## src/common/ppg_pkg.sv

```systemverilog
// What this block does
// (RULE_01) Period length comes from the software-written 8-bit period limit register.
// (RULE_02) Counter equal to limit clears to zero on the next increment.
// (RULE_03) Rollover sets the output pin unless duty is zero.
// (RULE_04) Rollover copies the master duty value into the slave duty register.
// (RULE_05) Postscaler divides only match events, never the PWM frequency.
// (RULE_06) Duty is 10 bits: master register high eight, control bits 5:4 low two.
// (RULE_07) New duty takes effect only after the next period match.
// (RULE_08) In PWM mode the slave duty register is read-only.
// (RULE_09) Duty is double-buffered in slave register plus hidden 2-bit latch.
// (RULE_10) Output clears when buffered duty equals the 10-bit extended timebase.
// (RULE_11) Duty beyond the period never clears the output.
// (RULE_12) Prescaler divides by 1, 4 or 16.
// (RULE_13) Software sets limit, duty, pin direction, timebase, then PWM mode.
// (RULE_14) Reset loads limit with ones; counter and timebase control with zero.
// (RULE_15) Mode 0000 disables and resets the channel; 11xx selects PWM.
// (RULE_16) Clearing the control register forces the output latch low.
// (RULE_17) Both PWM channels share one period timebase.
// (RULE_18) Divide-by-1 extends with quarter phase, divide-by-4 with low prescaler bits, divide-by-16 with upper ones.
// (RULE_19) Timebase off holds counter and pin, and stops duty transfer.
package ppg_pkg;

  localparam logic [7:0] ADDR_FLAGS_ONE = 8'h0c;
  localparam logic [7:0] ADDR_FLAGS_TWO = 8'h0d;
  localparam logic [7:0] ADDR_COUNT = 8'h11;
  localparam logic [7:0] ADDR_TB_CTRL = 8'h12;
  localparam logic [7:0] ADDR_MASTER_A = 8'h15;
  localparam logic [7:0] ADDR_SLAVE_A = 8'h16;
  localparam logic [7:0] ADDR_MODE_A = 8'h17;
  localparam logic [7:0] ADDR_MASTER_B = 8'h1b;
  localparam logic [7:0] ADDR_SLAVE_B = 8'h1c;
  localparam logic [7:0] ADDR_MODE_B = 8'h1d;
  localparam logic [7:0] ADDR_DIRECTION = 8'h87;
  localparam logic [7:0] ADDR_ENABLE_ONE = 8'h8c;
  localparam logic [7:0] ADDR_ENABLE_TWO = 8'h8d;
  localparam logic [7:0] ADDR_LIMIT = 8'h92;

  localparam logic [7:0] LIMIT_RESET = 8'hff;
  localparam logic [7:0] COUNT_RESET = 8'h00;
  localparam logic [7:0] TB_CTRL_RESET = 8'h00;
  localparam logic [7:0] MODE_RESET = 8'h00;
  localparam logic [7:0] DIRECTION_RESET = 8'hff;
  localparam logic [7:0] ZERO_BYTE = 8'h00;

  localparam int TB_RUN_BIT = 2;
  localparam int POST_LSB = 3;
  localparam int DUTY_LOW_LSB = 4;
  localparam int MATCH_FLAG_BIT = 1;
  localparam int PIN_BIT_A = 2;
  localparam int PIN_BIT_B = 1;
  localparam logic [7:0] TB_CTRL_MASK = 8'h7f;
  localparam logic [7:0] MODE_MASK = 8'h3f;
  localparam logic [7:0] FLAGS_TWO_MASK = 8'h01;

  localparam logic [1:0] PRESCALE_DIV1 = 2'h0;
  localparam logic [1:0] PRESCALE_DIV4 = 2'h1;

  // One instruction cycle is four system clocks.
  localparam logic [1:0] QUARTER_LAST = 2'h3;

  typedef struct packed {
    logic [7:0] addr;
    logic [7:0] wdata;
    logic wr;
    logic rd;
  } ppg_bus_t;

  typedef enum logic [1:0] {
    PPG_OFF = 2'b01,
    PPG_PWM = 2'b10
  } ppg_chan_state_t;

endpackage : ppg_pkg

```

## src/verilog/ppg_top.sv

```systemverilog
`timescale 1ns/1ps
`default_nettype none
module ppg_top
  import ppg_pkg::*;
(
  // Clock and reset.
  input wire logic CLK,
  input wire logic SYS_RST,
  // Register port.
  input wire logic [7:0] ADDR,
  input wire logic [7:0] WDATA,
  input wire logic WR,
  input wire logic RD,
  output logic [7:0] RDATA,
  // Modulated outputs and direction.
  output logic [1:0] PWM_OUT,
  output logic [1:0] PWM_OE_N,
  // Timebase match event after postscaler.
  output logic MATCH_FLAG
);

  ////////////////////////////////////////////////////////////////////////////
  ppg_bus_t bus;
  assign bus = '{addr: ADDR, wdata: WDATA, wr: WR, rd: RD};

  logic [7:0] period_limit;
  logic [7:0] pwm_timebase_count;
  logic [7:0] timebase_control;
  logic [7:0] port_c_direction;
  logic [7:0] flags_one;
  logic [7:0] flags_two;
  logic [7:0] enable_one;
  logic [7:0] enable_two;
  logic [1:0] quarter;
  logic [3:0] prescale_cnt;
  logic [3:0] post_cnt;
  logic [7:0] duty_master [2];
  logic [7:0] duty_slave [2];
  logic [7:0] mode_control [2];
  logic [1:0] duty_low_latch [2];
  logic [1:0] pwm_latch;

  wire timebase_run = timebase_control[TB_RUN_BIT];
  wire [1:0] prescale_sel = timebase_control[1:0];
  wire [3:0] post_sel = timebase_control[6:3];
  wire wr_count = bus.wr && bus.addr == ADDR_COUNT;
  wire wr_tb = bus.wr && bus.addr == ADDR_TB_CTRL;
  wire wr_limit = bus.wr && bus.addr == ADDR_LIMIT;
  wire wr_dir = bus.wr && bus.addr == ADDR_DIRECTION;
  wire wr_flags_one = bus.wr && bus.addr == ADDR_FLAGS_ONE;
  wire wr_flags_two = bus.wr && bus.addr == ADDR_FLAGS_TWO;
  wire wr_en_one = bus.wr && bus.addr == ADDR_ENABLE_ONE;
  wire wr_en_two = bus.wr && bus.addr == ADDR_ENABLE_TWO;

  ////////////////////////////////////////////////////////////////////////////
  // Increment tick: one per instruction cycle scaled by the prescaler.
  wire quarter_end = quarter == QUARTER_LAST;
  wire [3:0] prescale_last = (prescale_sel == PRESCALE_DIV1) ? 4'h0 :
                             (prescale_sel == PRESCALE_DIV4) ? 4'h3 : 4'hf; // RULE_12
  wire tick = timebase_run && quarter_end && prescale_cnt == prescale_last; // RULE_19
  wire at_limit = pwm_timebase_count == period_limit; // RULE_01
  wire rollover = tick && at_limit; // RULE_02
  wire [3:0] prescale_cnt_inc = prescale_cnt + 4'h1;
  wire [1:0] ext_bits = (prescale_sel == PRESCALE_DIV1) ? quarter :
                        prescale_cnt[3:2]; // RULE_18
  wire [1:0] ext_div4 = prescale_cnt[1:0];
  wire [1:0] ext_sel = (prescale_sel == PRESCALE_DIV4) ? ext_div4 : ext_bits;
  wire [9:0] timebase10 = {pwm_timebase_count, ext_sel}; // RULE_10
  // The output latch is registered, so the clear is taken on the step that leaves the value
  // just below the duty; the pin then falls as the timebase enters the duty value.
  wire [9:0] timebase10_inc = timebase10 + 10'h001;
  wire step_div16 = prescale_cnt[1:0] == 2'h3;
  wire tb_step = timebase_run && (prescale_sel == PRESCALE_DIV1 ||
                 (quarter_end && (prescale_sel == PRESCALE_DIV4 || step_div16))); // RULE_18
  wire post_hit = post_cnt == post_sel;
  wire [3:0] post_cnt_inc = post_cnt + 4'h1;

  always_ff @(posedge CLK) begin
    if (SYS_RST) begin
      quarter <= 2'h0;
    end else if (timebase_run) begin
      quarter <= quarter + 2'h1;
    end
  end

  always_ff @(posedge CLK) begin
    if (SYS_RST || wr_tb || wr_count) begin
      prescale_cnt <= 4'h0;
    end else if (timebase_run && quarter_end) begin
      prescale_cnt <= (prescale_cnt == prescale_last) ? 4'h0 : prescale_cnt_inc;
    end
  end

  // The shared counter serves both channels, so they run at one frequency.
  always_ff @(posedge CLK) begin
    if (SYS_RST) begin
      pwm_timebase_count <= COUNT_RESET; // RULE_14
    end else if (wr_count) begin
      pwm_timebase_count <= bus.wdata;
    end else if (rollover) begin
      pwm_timebase_count <= COUNT_RESET; // RULE_02 RULE_17
    end else if (tick) begin
      pwm_timebase_count <= pwm_timebase_count + 8'h01;
    end
  end

  // Postscaler only counts matches; it never touches the period.
  always_ff @(posedge CLK) begin
    if (SYS_RST || wr_tb) begin
      post_cnt <= 4'h0;
    end else if (rollover) begin
      post_cnt <= post_hit ? 4'h0 : post_cnt_inc; // RULE_05
    end
  end

  // Hardware set wins over a software write in the same cycle.
  wire [7:0] flags_one_w = wr_flags_one ? bus.wdata : flags_one;
  always_ff @(posedge CLK) begin
    if (SYS_RST) begin
      flags_one <= ZERO_BYTE;
    end else begin
      flags_one <= flags_one_w | {6'h00, rollover && post_hit, 1'b0}; // RULE_05
    end
  end

  always_ff @(posedge CLK) begin
    if (SYS_RST) begin
      period_limit <= LIMIT_RESET; // RULE_14
      timebase_control <= TB_CTRL_RESET; // RULE_14
      port_c_direction <= DIRECTION_RESET;
      flags_two <= ZERO_BYTE;
      enable_one <= ZERO_BYTE;
      enable_two <= ZERO_BYTE;
    end else begin
      if (wr_limit) period_limit <= bus.wdata; // RULE_01
      if (wr_tb) timebase_control <= bus.wdata & TB_CTRL_MASK;
      if (wr_dir) port_c_direction <= bus.wdata;
      if (wr_flags_two) flags_two <= bus.wdata & FLAGS_TWO_MASK;
      if (wr_en_one) enable_one <= bus.wdata;
      if (wr_en_two) enable_two <= bus.wdata & FLAGS_TWO_MASK;
    end
  end

  ////////////////////////////////////////////////////////////////////////////
  // Per-channel duty buffering and output latch.
  localparam logic [7:0] MASTER_ADDR [2] = '{ADDR_MASTER_A, ADDR_MASTER_B};
  localparam logic [7:0] SLAVE_ADDR [2] = '{ADDR_SLAVE_A, ADDR_SLAVE_B};
  localparam logic [7:0] MODE_ADDR [2] = '{ADDR_MODE_A, ADDR_MODE_B};
  wire [7:0] pin_dir_bits = port_c_direction;
  logic [1:0] chan_pwm;

  genvar ch;
  generate
    for (ch = 0; ch < 2; ch++) begin : g_chan
      ppg_chan_state_t state;
      wire wr_master = bus.wr && bus.addr == MASTER_ADDR[ch];
      wire wr_slave = bus.wr && bus.addr == SLAVE_ADDR[ch];
      wire wr_mode = bus.wr && bus.addr == MODE_ADDR[ch];
      wire [3:0] mode = mode_control[ch][3:0];
      wire mode_off = mode == 4'h0; // RULE_15
      assign state = (mode[3:2] == 2'b11) ? PPG_PWM : PPG_OFF; // RULE_15
      assign chan_pwm[ch] = state == PPG_PWM;
      wire [9:0] duty_sw = {duty_master[ch],
                            mode_control[ch][DUTY_LOW_LSB+1:DUTY_LOW_LSB]}; // RULE_06
      wire [9:0] duty_buf = {duty_slave[ch], duty_low_latch[ch]}; // RULE_09
      wire clear_hit = tb_step && duty_buf == timebase10_inc; // RULE_10 RULE_11

      always_ff @(posedge CLK) begin
        if (SYS_RST) begin
          mode_control[ch] <= MODE_RESET;
          duty_master[ch] <= ZERO_BYTE;
        end else begin
          if (wr_mode) mode_control[ch] <= bus.wdata & MODE_MASK;
          if (wr_master) duty_master[ch] <= bus.wdata; // RULE_07
        end
      end

      always_ff @(posedge CLK) begin
        if (SYS_RST) begin
          duty_slave[ch] <= ZERO_BYTE;
          duty_low_latch[ch] <= 2'h0;
        end else if (chan_pwm[ch] && rollover) begin
          duty_slave[ch] <= duty_sw[9:2]; // RULE_04 RULE_07
          duty_low_latch[ch] <= duty_sw[1:0]; // RULE_09
        end else if (wr_slave && !chan_pwm[ch]) begin
          duty_slave[ch] <= bus.wdata; // RULE_08
        end
      end

      always_ff @(posedge CLK) begin
        if (SYS_RST || mode_off || !chan_pwm[ch]) begin
          pwm_latch[ch] <= 1'b0; // RULE_15 RULE_16
        end else if (rollover) begin
          pwm_latch[ch] <= duty_sw != 10'h000; // RULE_03
        end else if (clear_hit) begin
          pwm_latch[ch] <= 1'b0; // RULE_10
        end
      end
    end
  endgenerate

  // Step order is up to software; the pin is driven only when enabled.
  wire [1:0] oe_n_next = {pin_dir_bits[PIN_BIT_B], pin_dir_bits[PIN_BIT_A]}; // RULE_13

  ////////////////////////////////////////////////////////////////////////////
  // Read multiplexer; unmapped addresses read zero.
  logic [7:0] next_rdata;
  always_comb begin
    case (bus.addr)
      ADDR_FLAGS_ONE: next_rdata = flags_one;
      ADDR_FLAGS_TWO: next_rdata = flags_two;
      ADDR_COUNT: next_rdata = pwm_timebase_count;
      ADDR_TB_CTRL: next_rdata = timebase_control;
      ADDR_MASTER_A: next_rdata = duty_master[0];
      ADDR_SLAVE_A: next_rdata = duty_slave[0];
      ADDR_MODE_A: next_rdata = mode_control[0];
      ADDR_MASTER_B: next_rdata = duty_master[1];
      ADDR_SLAVE_B: next_rdata = duty_slave[1];
      ADDR_MODE_B: next_rdata = mode_control[1];
      ADDR_DIRECTION: next_rdata = port_c_direction;
      ADDR_ENABLE_ONE: next_rdata = enable_one;
      ADDR_ENABLE_TWO: next_rdata = enable_two;
      ADDR_LIMIT: next_rdata = period_limit;
      default: next_rdata = ZERO_BYTE;
    endcase
  end

  always_ff @(posedge CLK) begin
    if (SYS_RST) begin
      RDATA <= ZERO_BYTE;
      PWM_OUT <= 2'b00;
      PWM_OE_N <= 2'b11;
      MATCH_FLAG <= 1'b0;
    end else begin
      RDATA <= bus.rd ? next_rdata : ZERO_BYTE;
      PWM_OUT <= pwm_latch;
      PWM_OE_N <= oe_n_next;
      MATCH_FLAG <= flags_one[MATCH_FLAG_BIT];
    end
  end

endmodule : ppg_top
`default_nettype wire

```

## config.mk

```make
export PLATFORM = sky130hd
export DESIGN_NAME = ppg_top
export DESIGN_NICKNAME = d
export VERILOG_FILES = /design/src/common/ppg_pkg.sv /design/src/verilog/ppg_top.sv
export SDC_FILE = /design/constraint.sdc
export NUM_CORES = 1
export LEC_CHECK = 0
export ABC_AREA = 1
export CORE_ASPECT_RATIO = 0.6
export CORE_MARGIN = 5
export CORE_UTILIZATION = 50
export DETAILED_ROUTE_END_ITERATION = 7
export DONT_BUFFER_PORTS = 1
export GPL_TIMING_DRIVEN = 0
export PLACE_DENSITY_LB_ADDON = 0.15
export RECOVER_POWER = 25
export SYNTH_ARGS = -nofsm -noshare
export SYNTH_HDL_FRONTEND = slang
export SYNTH_SLANG_ARGS = --single-unit
```

## constraint.sdc

```tcl
create_clock -name CLK -period 3.5 [get_ports CLK]
set_clock_uncertainty 0.15 [all_clocks]
set_input_delay 0.35 -clock CLK [delete_from_list [all_inputs] [get_ports CLK]]
set_output_delay 0.35 -clock CLK [all_outputs]
set_load 0.05 [all_outputs]
```

==> results of run 1 <==
per-stage QoR:
stage	util, %	hold slack (ps)
2_1_floorplan	-	254
3_3_place_gp	52.6	269
3_5_place_dp	52.6	273
4_1_cts	57.8	24.6
5_1_grt	57.4	23.3
6_report	57.4	33.1
cell usage after synthesis (2+ instances only):
master     number
nand2_1       190
inv_1         102
nor2_1         86
dfxtp_1        74
a21oi_1        58
o21ai_0        51
edfxtp_1       48
nand3_1        48
nand4_1        18
inv_2          15
o22ai_1        14
nand2_2        13
xor2_1         12
o21ai_2        10
a31oi_1         9
clkbuf_1        8
nor4_1          8
a21oi_2         6
nand3_2         6
nor3_1          6
buf_2           5
nor2_2          5
nor2_4          5
o211ai_1        5
buf_6           4
ha_1            4
nand2_4         4
o2111ai_1       4
a211oi_1        3
a221oi_1        2
buf_4           2
clkinv_2        2
nand3_4         2
nor3_2          2
nor3_4          2
worst paths after layout:
path              depth (start not counted)             startpoint           endpoint
setup reg to reg                         12  pwm_timebase_count[4]   duty_slave[1][7]
hold / removal                            2               WDATA[6]      enable_one[6]
setup / recovery                          7                ADDR[5]  duty_master[1][1]
hold reg to reg                           2        pin_dir_bits[2]        PWM_OE_N[0]
flip-flops by register name (all words and copies together) (netlist names), 4 cells and up:
signal and flops:
duty_master 16, duty_slave 16, mode_control 12, RDATA 8, enable_one 8, flags_one 8
period_limit 8, pin_dir_bits 8, pwm_timebase_count 8, timebase_control 7, duty_low_latch 4, post_cnt 4
prescale_cnt 4
kinds of logic after synthesis:
kind of cell / Yosys count / synth area share [%]
AND/OR/NAND/NOR: 402 / 29.2
AO/OA/AOI/OAI: 166 / 14.9
buffers and inverters: 140 / 8.76
flip-flops: 122 / 44.6
XOR/XNOR: 13 / 1.74
adder cells (fa/ha/maj): 4 / 0.764
critical path, stage by stage:
cell,delay [ps]
inv_1,30
nand2_1,80
nor3_4,450
and2_0,210
clkbuf_1,440
inv_2,80
o21ai_0,950
repair_timing:
item,4_1_cts,5_1_grt
hold buffers,9,0
setup endpoints to repair,0,0
endpoints found under the hold margin,34,0
per-layer routing:
layer | wire length [microns] | share of wire (%) | vias up | global-route usage [%]
met5 | 0 | 0 | - | 0
met4 | 241 | 1.1 | 0 | 5.22
met3 | 3150 | 14 | 28 | 11.0
met2 | 8950 | 39 | 394 | 38.9
li1 | - | - | 2892 | -
met1 | 10400 | 46 | 2964 | 46.1
where the power goes:
group          leakage, nW  switching [mW]  internal (mW)
Combinational         1.76           0.120         0.0349
Sequential            1.06          0.0286           1.50
Clock                0.274           0.779          0.946
layout make-up:
cell class              count  area, sq um
clock inverters            15          148
multi-input cells         585         3030
inverters                 120          455
fillers                  1220         5470
flip-flops and latches    122         2920
clock buffers              17          425
well taps                 170          213
repair buffers              9         90.1
plain buffers              20         98.8
==> impl_metrics.csv, run 1 <==
group,metric,value,unit
run_status,status,"complete, no violations",
timing,fmax,0.370,GHz
power,irDropWorstVdd,0.265,mV
global_route,grt_pass1_vias,5845,
run,drv_cap,0,
setup_path,r2r_setup_slack,850,ps
yosys,yosysSeqAreaShare,44.6,%
timing,rsz0062_at_grt,"false",
yosys,syn-cell-area,0.00655,sq mm
timing,period_needed,2710,ps
finish,final_cell_mix,"nand2_1, inv_1, nor2_1",
timing,slew_violations,0,
yosys,async_flop_share,0,%
clock_network,cts-resized-gates,0,
placement,place_hpwl,16900,microns
global_route,grt_overflow,0,
clock_network,cts_max_path_buffers,2,
yosys,yosysTopAreaCellShare,22.6,%
setup_path,path_max_fanout,10,
placement,dp.cells,1017,
timing,worst_slew_margin_rel,18.7,%
finish,final_common_cell,"nand2_1",
yosys,ys_ff_latch,122,
die,die_area,0.0156,sq mm
yosys,netlist_instances,847,
finish,syn_to_final_growth,12.6,%
clock_network,h-tree-depth,4,
global_route,antenna_found_initial,0,
drt,vias,6278,
clock_network,clkSinkCount,122,
yosys,yosys.area.top_type,"dfxtp_1",
timing,setup-violations-final,0,
yosys,ys.flop_type,"dfxtp_1",
placement,placed_area,0.00677,sq mm
die,fp.coreArea,0.0129,sq mm
placement,gp_congestion,0.980,
timing,finalSetupTns,0,ps
drt,postRouteAntennaNets,0,
finish,diodes,0,
finish,stdcell_count,1058,
placement,pre_cts_ws,636,ps
drt,first_pass_iters,6,
yosys,avgSynthCellArea,7.74,sq um
timing,setup_ws,794,ps
drt,drc,0,
clock_network,cts_tree,"built",
die,row_count,32,
yosys,yosysWarnings,0,
yosys,ys_types,49,
placement,portBuffers,0,
clock_network,clk_latency,430,ps
clock_network,post_cts_buffers,0,
die,die_width,158,microns
drt,wl_per_cell,21.5,microns
timing,hold_viol_final,0,
timing,post-route-period-util,77.3,%
timing,worst_slew_pin_slew,1210,ps
finish,final_area,0.00738,sq mm
clock_network,path_clk_slew,60,ps
global_route,globalRouteTotalUtil,29.6,%
min_path,holdCritPathClass,"input port to flip-flop",
yosys,synth_edf_count,48,
drt,drt_iter0_markers,791,
setup_path,critPathKind,"input port to flip-flop",
power,pwr_density_cell,462,mW/mm^2
drt,wirelength,22700,microns
yosys,synthTopCellsByArea,"dfxtp_1, edfxtp_1, nand2_1",
die,fp.dieH,98.7,microns
clock_network,root_buffer,"clkbuf_16",
die,ioPinCount,33,
yosys,syn-num-nets,871,
setup_path,end_kind,"flip-flop",
finish,nNetsFinal,899,
setup_path,cp-start-kind,"input port",
die,start_util,51.0,%
clock_network,cts_made_buffers,17,
setup_path,crit_required,3390,ps
finish,drive_above_1_share,12.4,%
setup_path,cp.arrival,2600,ps
power,p_leak,3.09,nW
drt,post_drt_via_cell_ratio,5.93,
power,p_total,3.41,mW
global_route,grt_pass1_wl,34400,microns
global_route,grt_max_degree,17,
No activity file was read; power rests on OpenSTA's default activity.
==> inputs of run 2 (changes only) <==
==> constraint.sdc (replaced) <==
create_clock -name CLK -period 2.7 [get_ports CLK]
set_clock_uncertainty 0.15 [all_clocks]
set_input_delay 0.27 -clock CLK [delete_from_list [all_inputs] [get_ports CLK]]
set_output_delay 0.27 -clock CLK [all_outputs]
set_load 0.05 [all_outputs]
==> run 2 against run 1 <==
Compared with the run above:
- combinational power rose by 34%
- clock power rose by 30%
- first-iteration DRC count rose by 3.8%
- highest routed layer unchanged
==> impl_metrics.csv, run 2 (synthesized netlist as in run 1, its figures left out) <==
group,metric,value,unit
run_status,status,"complete, no violations",
min_path,whs_path_depth,2,
clock_network,cts_tree,"built",
die,die_area,0.0156,sq mm
die,die_width,158,microns
clock_network,h-tree-depth,4,
setup_path,reg2reg_from,"pwm_timebase_count[4]",
timing,fmax,0.400,GHz
run,drv_cap,0,
timing,slew_violations,0,
global_route,antenna_found_initial,0,
timing,post-route-period-util,92.6,%
global_route,grtUsageMet3,10.5,%
finish,largestRegisters,"duty_master (16), duty_slave (16), mode_control (12)",
placement,pre_cts_ws,-83.8,ps
clock_network,clk_latency,430,ps
global_route,grt.busiest_layer,"met1",
timing,worst_slew_pin_slew,1210,ps
timing,hold_viol_final,0,
clock_network,cts_max_path_buffers,2,
timing,hold-worst-slack,12.4,ps
global_route,globalRouteTotalUtil,29.5,%
min_path,holdCritPathClass,"input port to flip-flop",
setup_path,cp-start-kind,"flip-flop",
global_route,grt_pass1_wl,34300,microns
global_route,grt_overflow,0,
drt,drc,0,
setup_path,reg2reg_to,"duty_slave[1][4]",
drt,first_pass_iters,5,
clock_network,clkSinkCount,122,
finish,final_cell_mix,"nand2_1, inv_1, nor2_1",
timing,worst_slew_margin_rel,18.4,%
timing,finalSetupTns,0,ps
setup_path,path_max_fanout,9,
drt,wirelength,22600,microns
finish,final_common_cell,"nand2_1",
setup_path,cp.arrival,2460,ps
clock_network,cts_made_buffers,17,
setup_path,r2r_cells,12,
die,fp.coreArea,0.0129,sq mm
timing,rsz0062_at_grt,"false",
drt,wl_per_cell,21.2,microns
finish,diodes,0,
timing,setup-violations-final,0,
global_route,met2_usage,39.6,%
placement,place_hpwl,16900,microns
global_route,grt_max_degree,17,
drt,post_drt_via_cell_ratio,5.93,
clock_network,post_cts_buffers,0,
global_route,use_met1,45.7,%
setup_path,crit_required,2660,ps
setup_path,critPathKind,"flip-flop to flip-flop",
finish,syn_to_final_growth,13.6,%
placement,portBuffers,0,
drt,drt_iter0_markers,821,
placement,gp_congestion,0.980,
drt,vias,6296,
die,ioPinCount,33,
setup_path,end_kind,"flip-flop",
die,fp.dieH,98.7,microns
setup_path,r2r_setup_slack,200,ps
finish,drive_above_1_share,12.4,%
clock_network,root_buffer,"clkbuf_16",
die,start_util,51.0,%
min_path,hold_end,"duty_slave[1][5]",
power,p_leak,3.12,nW
min_path,min_from,"WDATA[5]",
power,pwr_density_cell,597,mW/mm^2
timing,period_needed,2500,ps
power,irDropWorstVdd,0.333,mV
global_route,grt_pass1_vias,5868,
drt,postRouteAntennaNets,0,
timing,setup_ws,201,ps
clock_network,path_clk_slew,60,ps
die,row_count,32,
finish,nNetsFinal,903,
==> run 2: cell count changes in the layout (fill, tap and decap cells not counted), sizes merged <==
cell         previous run  this run
buf                     8         9
clkbuf                 29        28
dlygate4sd3             9        13
==> run 2: final cells by class <==
| type | instances | area, sq um |
|---|---|---|
| inverters | 120 | 455 |
| well taps | 170 | 213 |
| clock buffers | 17 | 425 |
| fillers | 1218 | 5410 |
| multi-input cells | 585 | 3040 |
| repair buffers | 13 | 130 |
| clock inverters | 15 | 148 |
| flip-flops and latches | 122 | 2920 |
| plain buffers | 20 | 113 |
==> run 2: worst max path at each step <==
stage	from	end	slack (ps)	cells past startpoint
after floorplan	ADDR[5]	duty_master[0][0]	420	7
after global placement	ADDR[5]	duty_master[0][6]	4	7
after detailed placement	ADDR[5]	duty_master[0][6]	-80	7
after CTS	pwm_timebase_count[4]	duty_slave[1][6]	160	12
after global routing	pwm_timebase_count[4]	duty_slave[1][6]	120	12
final	pwm_timebase_count[4]	duty_slave[1][4]	200	12
==> run 2: power breakdown <==
part,internal [mW],switching [mW]
Combinational,0.0488,0.158
Sequential,1.95,0.0368
Clock,1.23,1.02
Total,3.22,1.22
==> run 2: per-stage QoR <==
step	instance area (sq um)	instances	util [%]	power, mW
2_1_floorplan	6550	847	-	2.12
3_3_place_gp	6770	1017	52.6	2.19
3_5_place_dp	6770	1017	52.6	2.19
4_1_cts	7470	1062	58.1	4.42
5_1_grt	7440	1062	57.9	4.54
6_report	7440	1062	57.9	4.44
==> run 2: repair_timing <==
item                                   4_1_cts  5_1_grt
endpoints found under the hold margin       43        0
setup endpoints to repair                    0       16
resized for setup                            0        2
hold buffers                                13        0
==> run 2: critical path, cell delays in order (launching register included) <==
cell	delay, ps
dfxtp_1	540
inv_1	200
nand2_1	100
nand4_1	110
nor2_1	160
nand2_1	90
inv_2	100
nand2_4	110
nor3_2	190
inv_2	70
nand2_2	80
inv_4	80
nand2_2	190
==> run 2: per-layer routing <==
metal  up-vias  part of all wire (%)
met4         0                   1.0
met5         -                     0
met3        33                    14
li1       2900                     -
met1      2959                    45
met2       404                    40
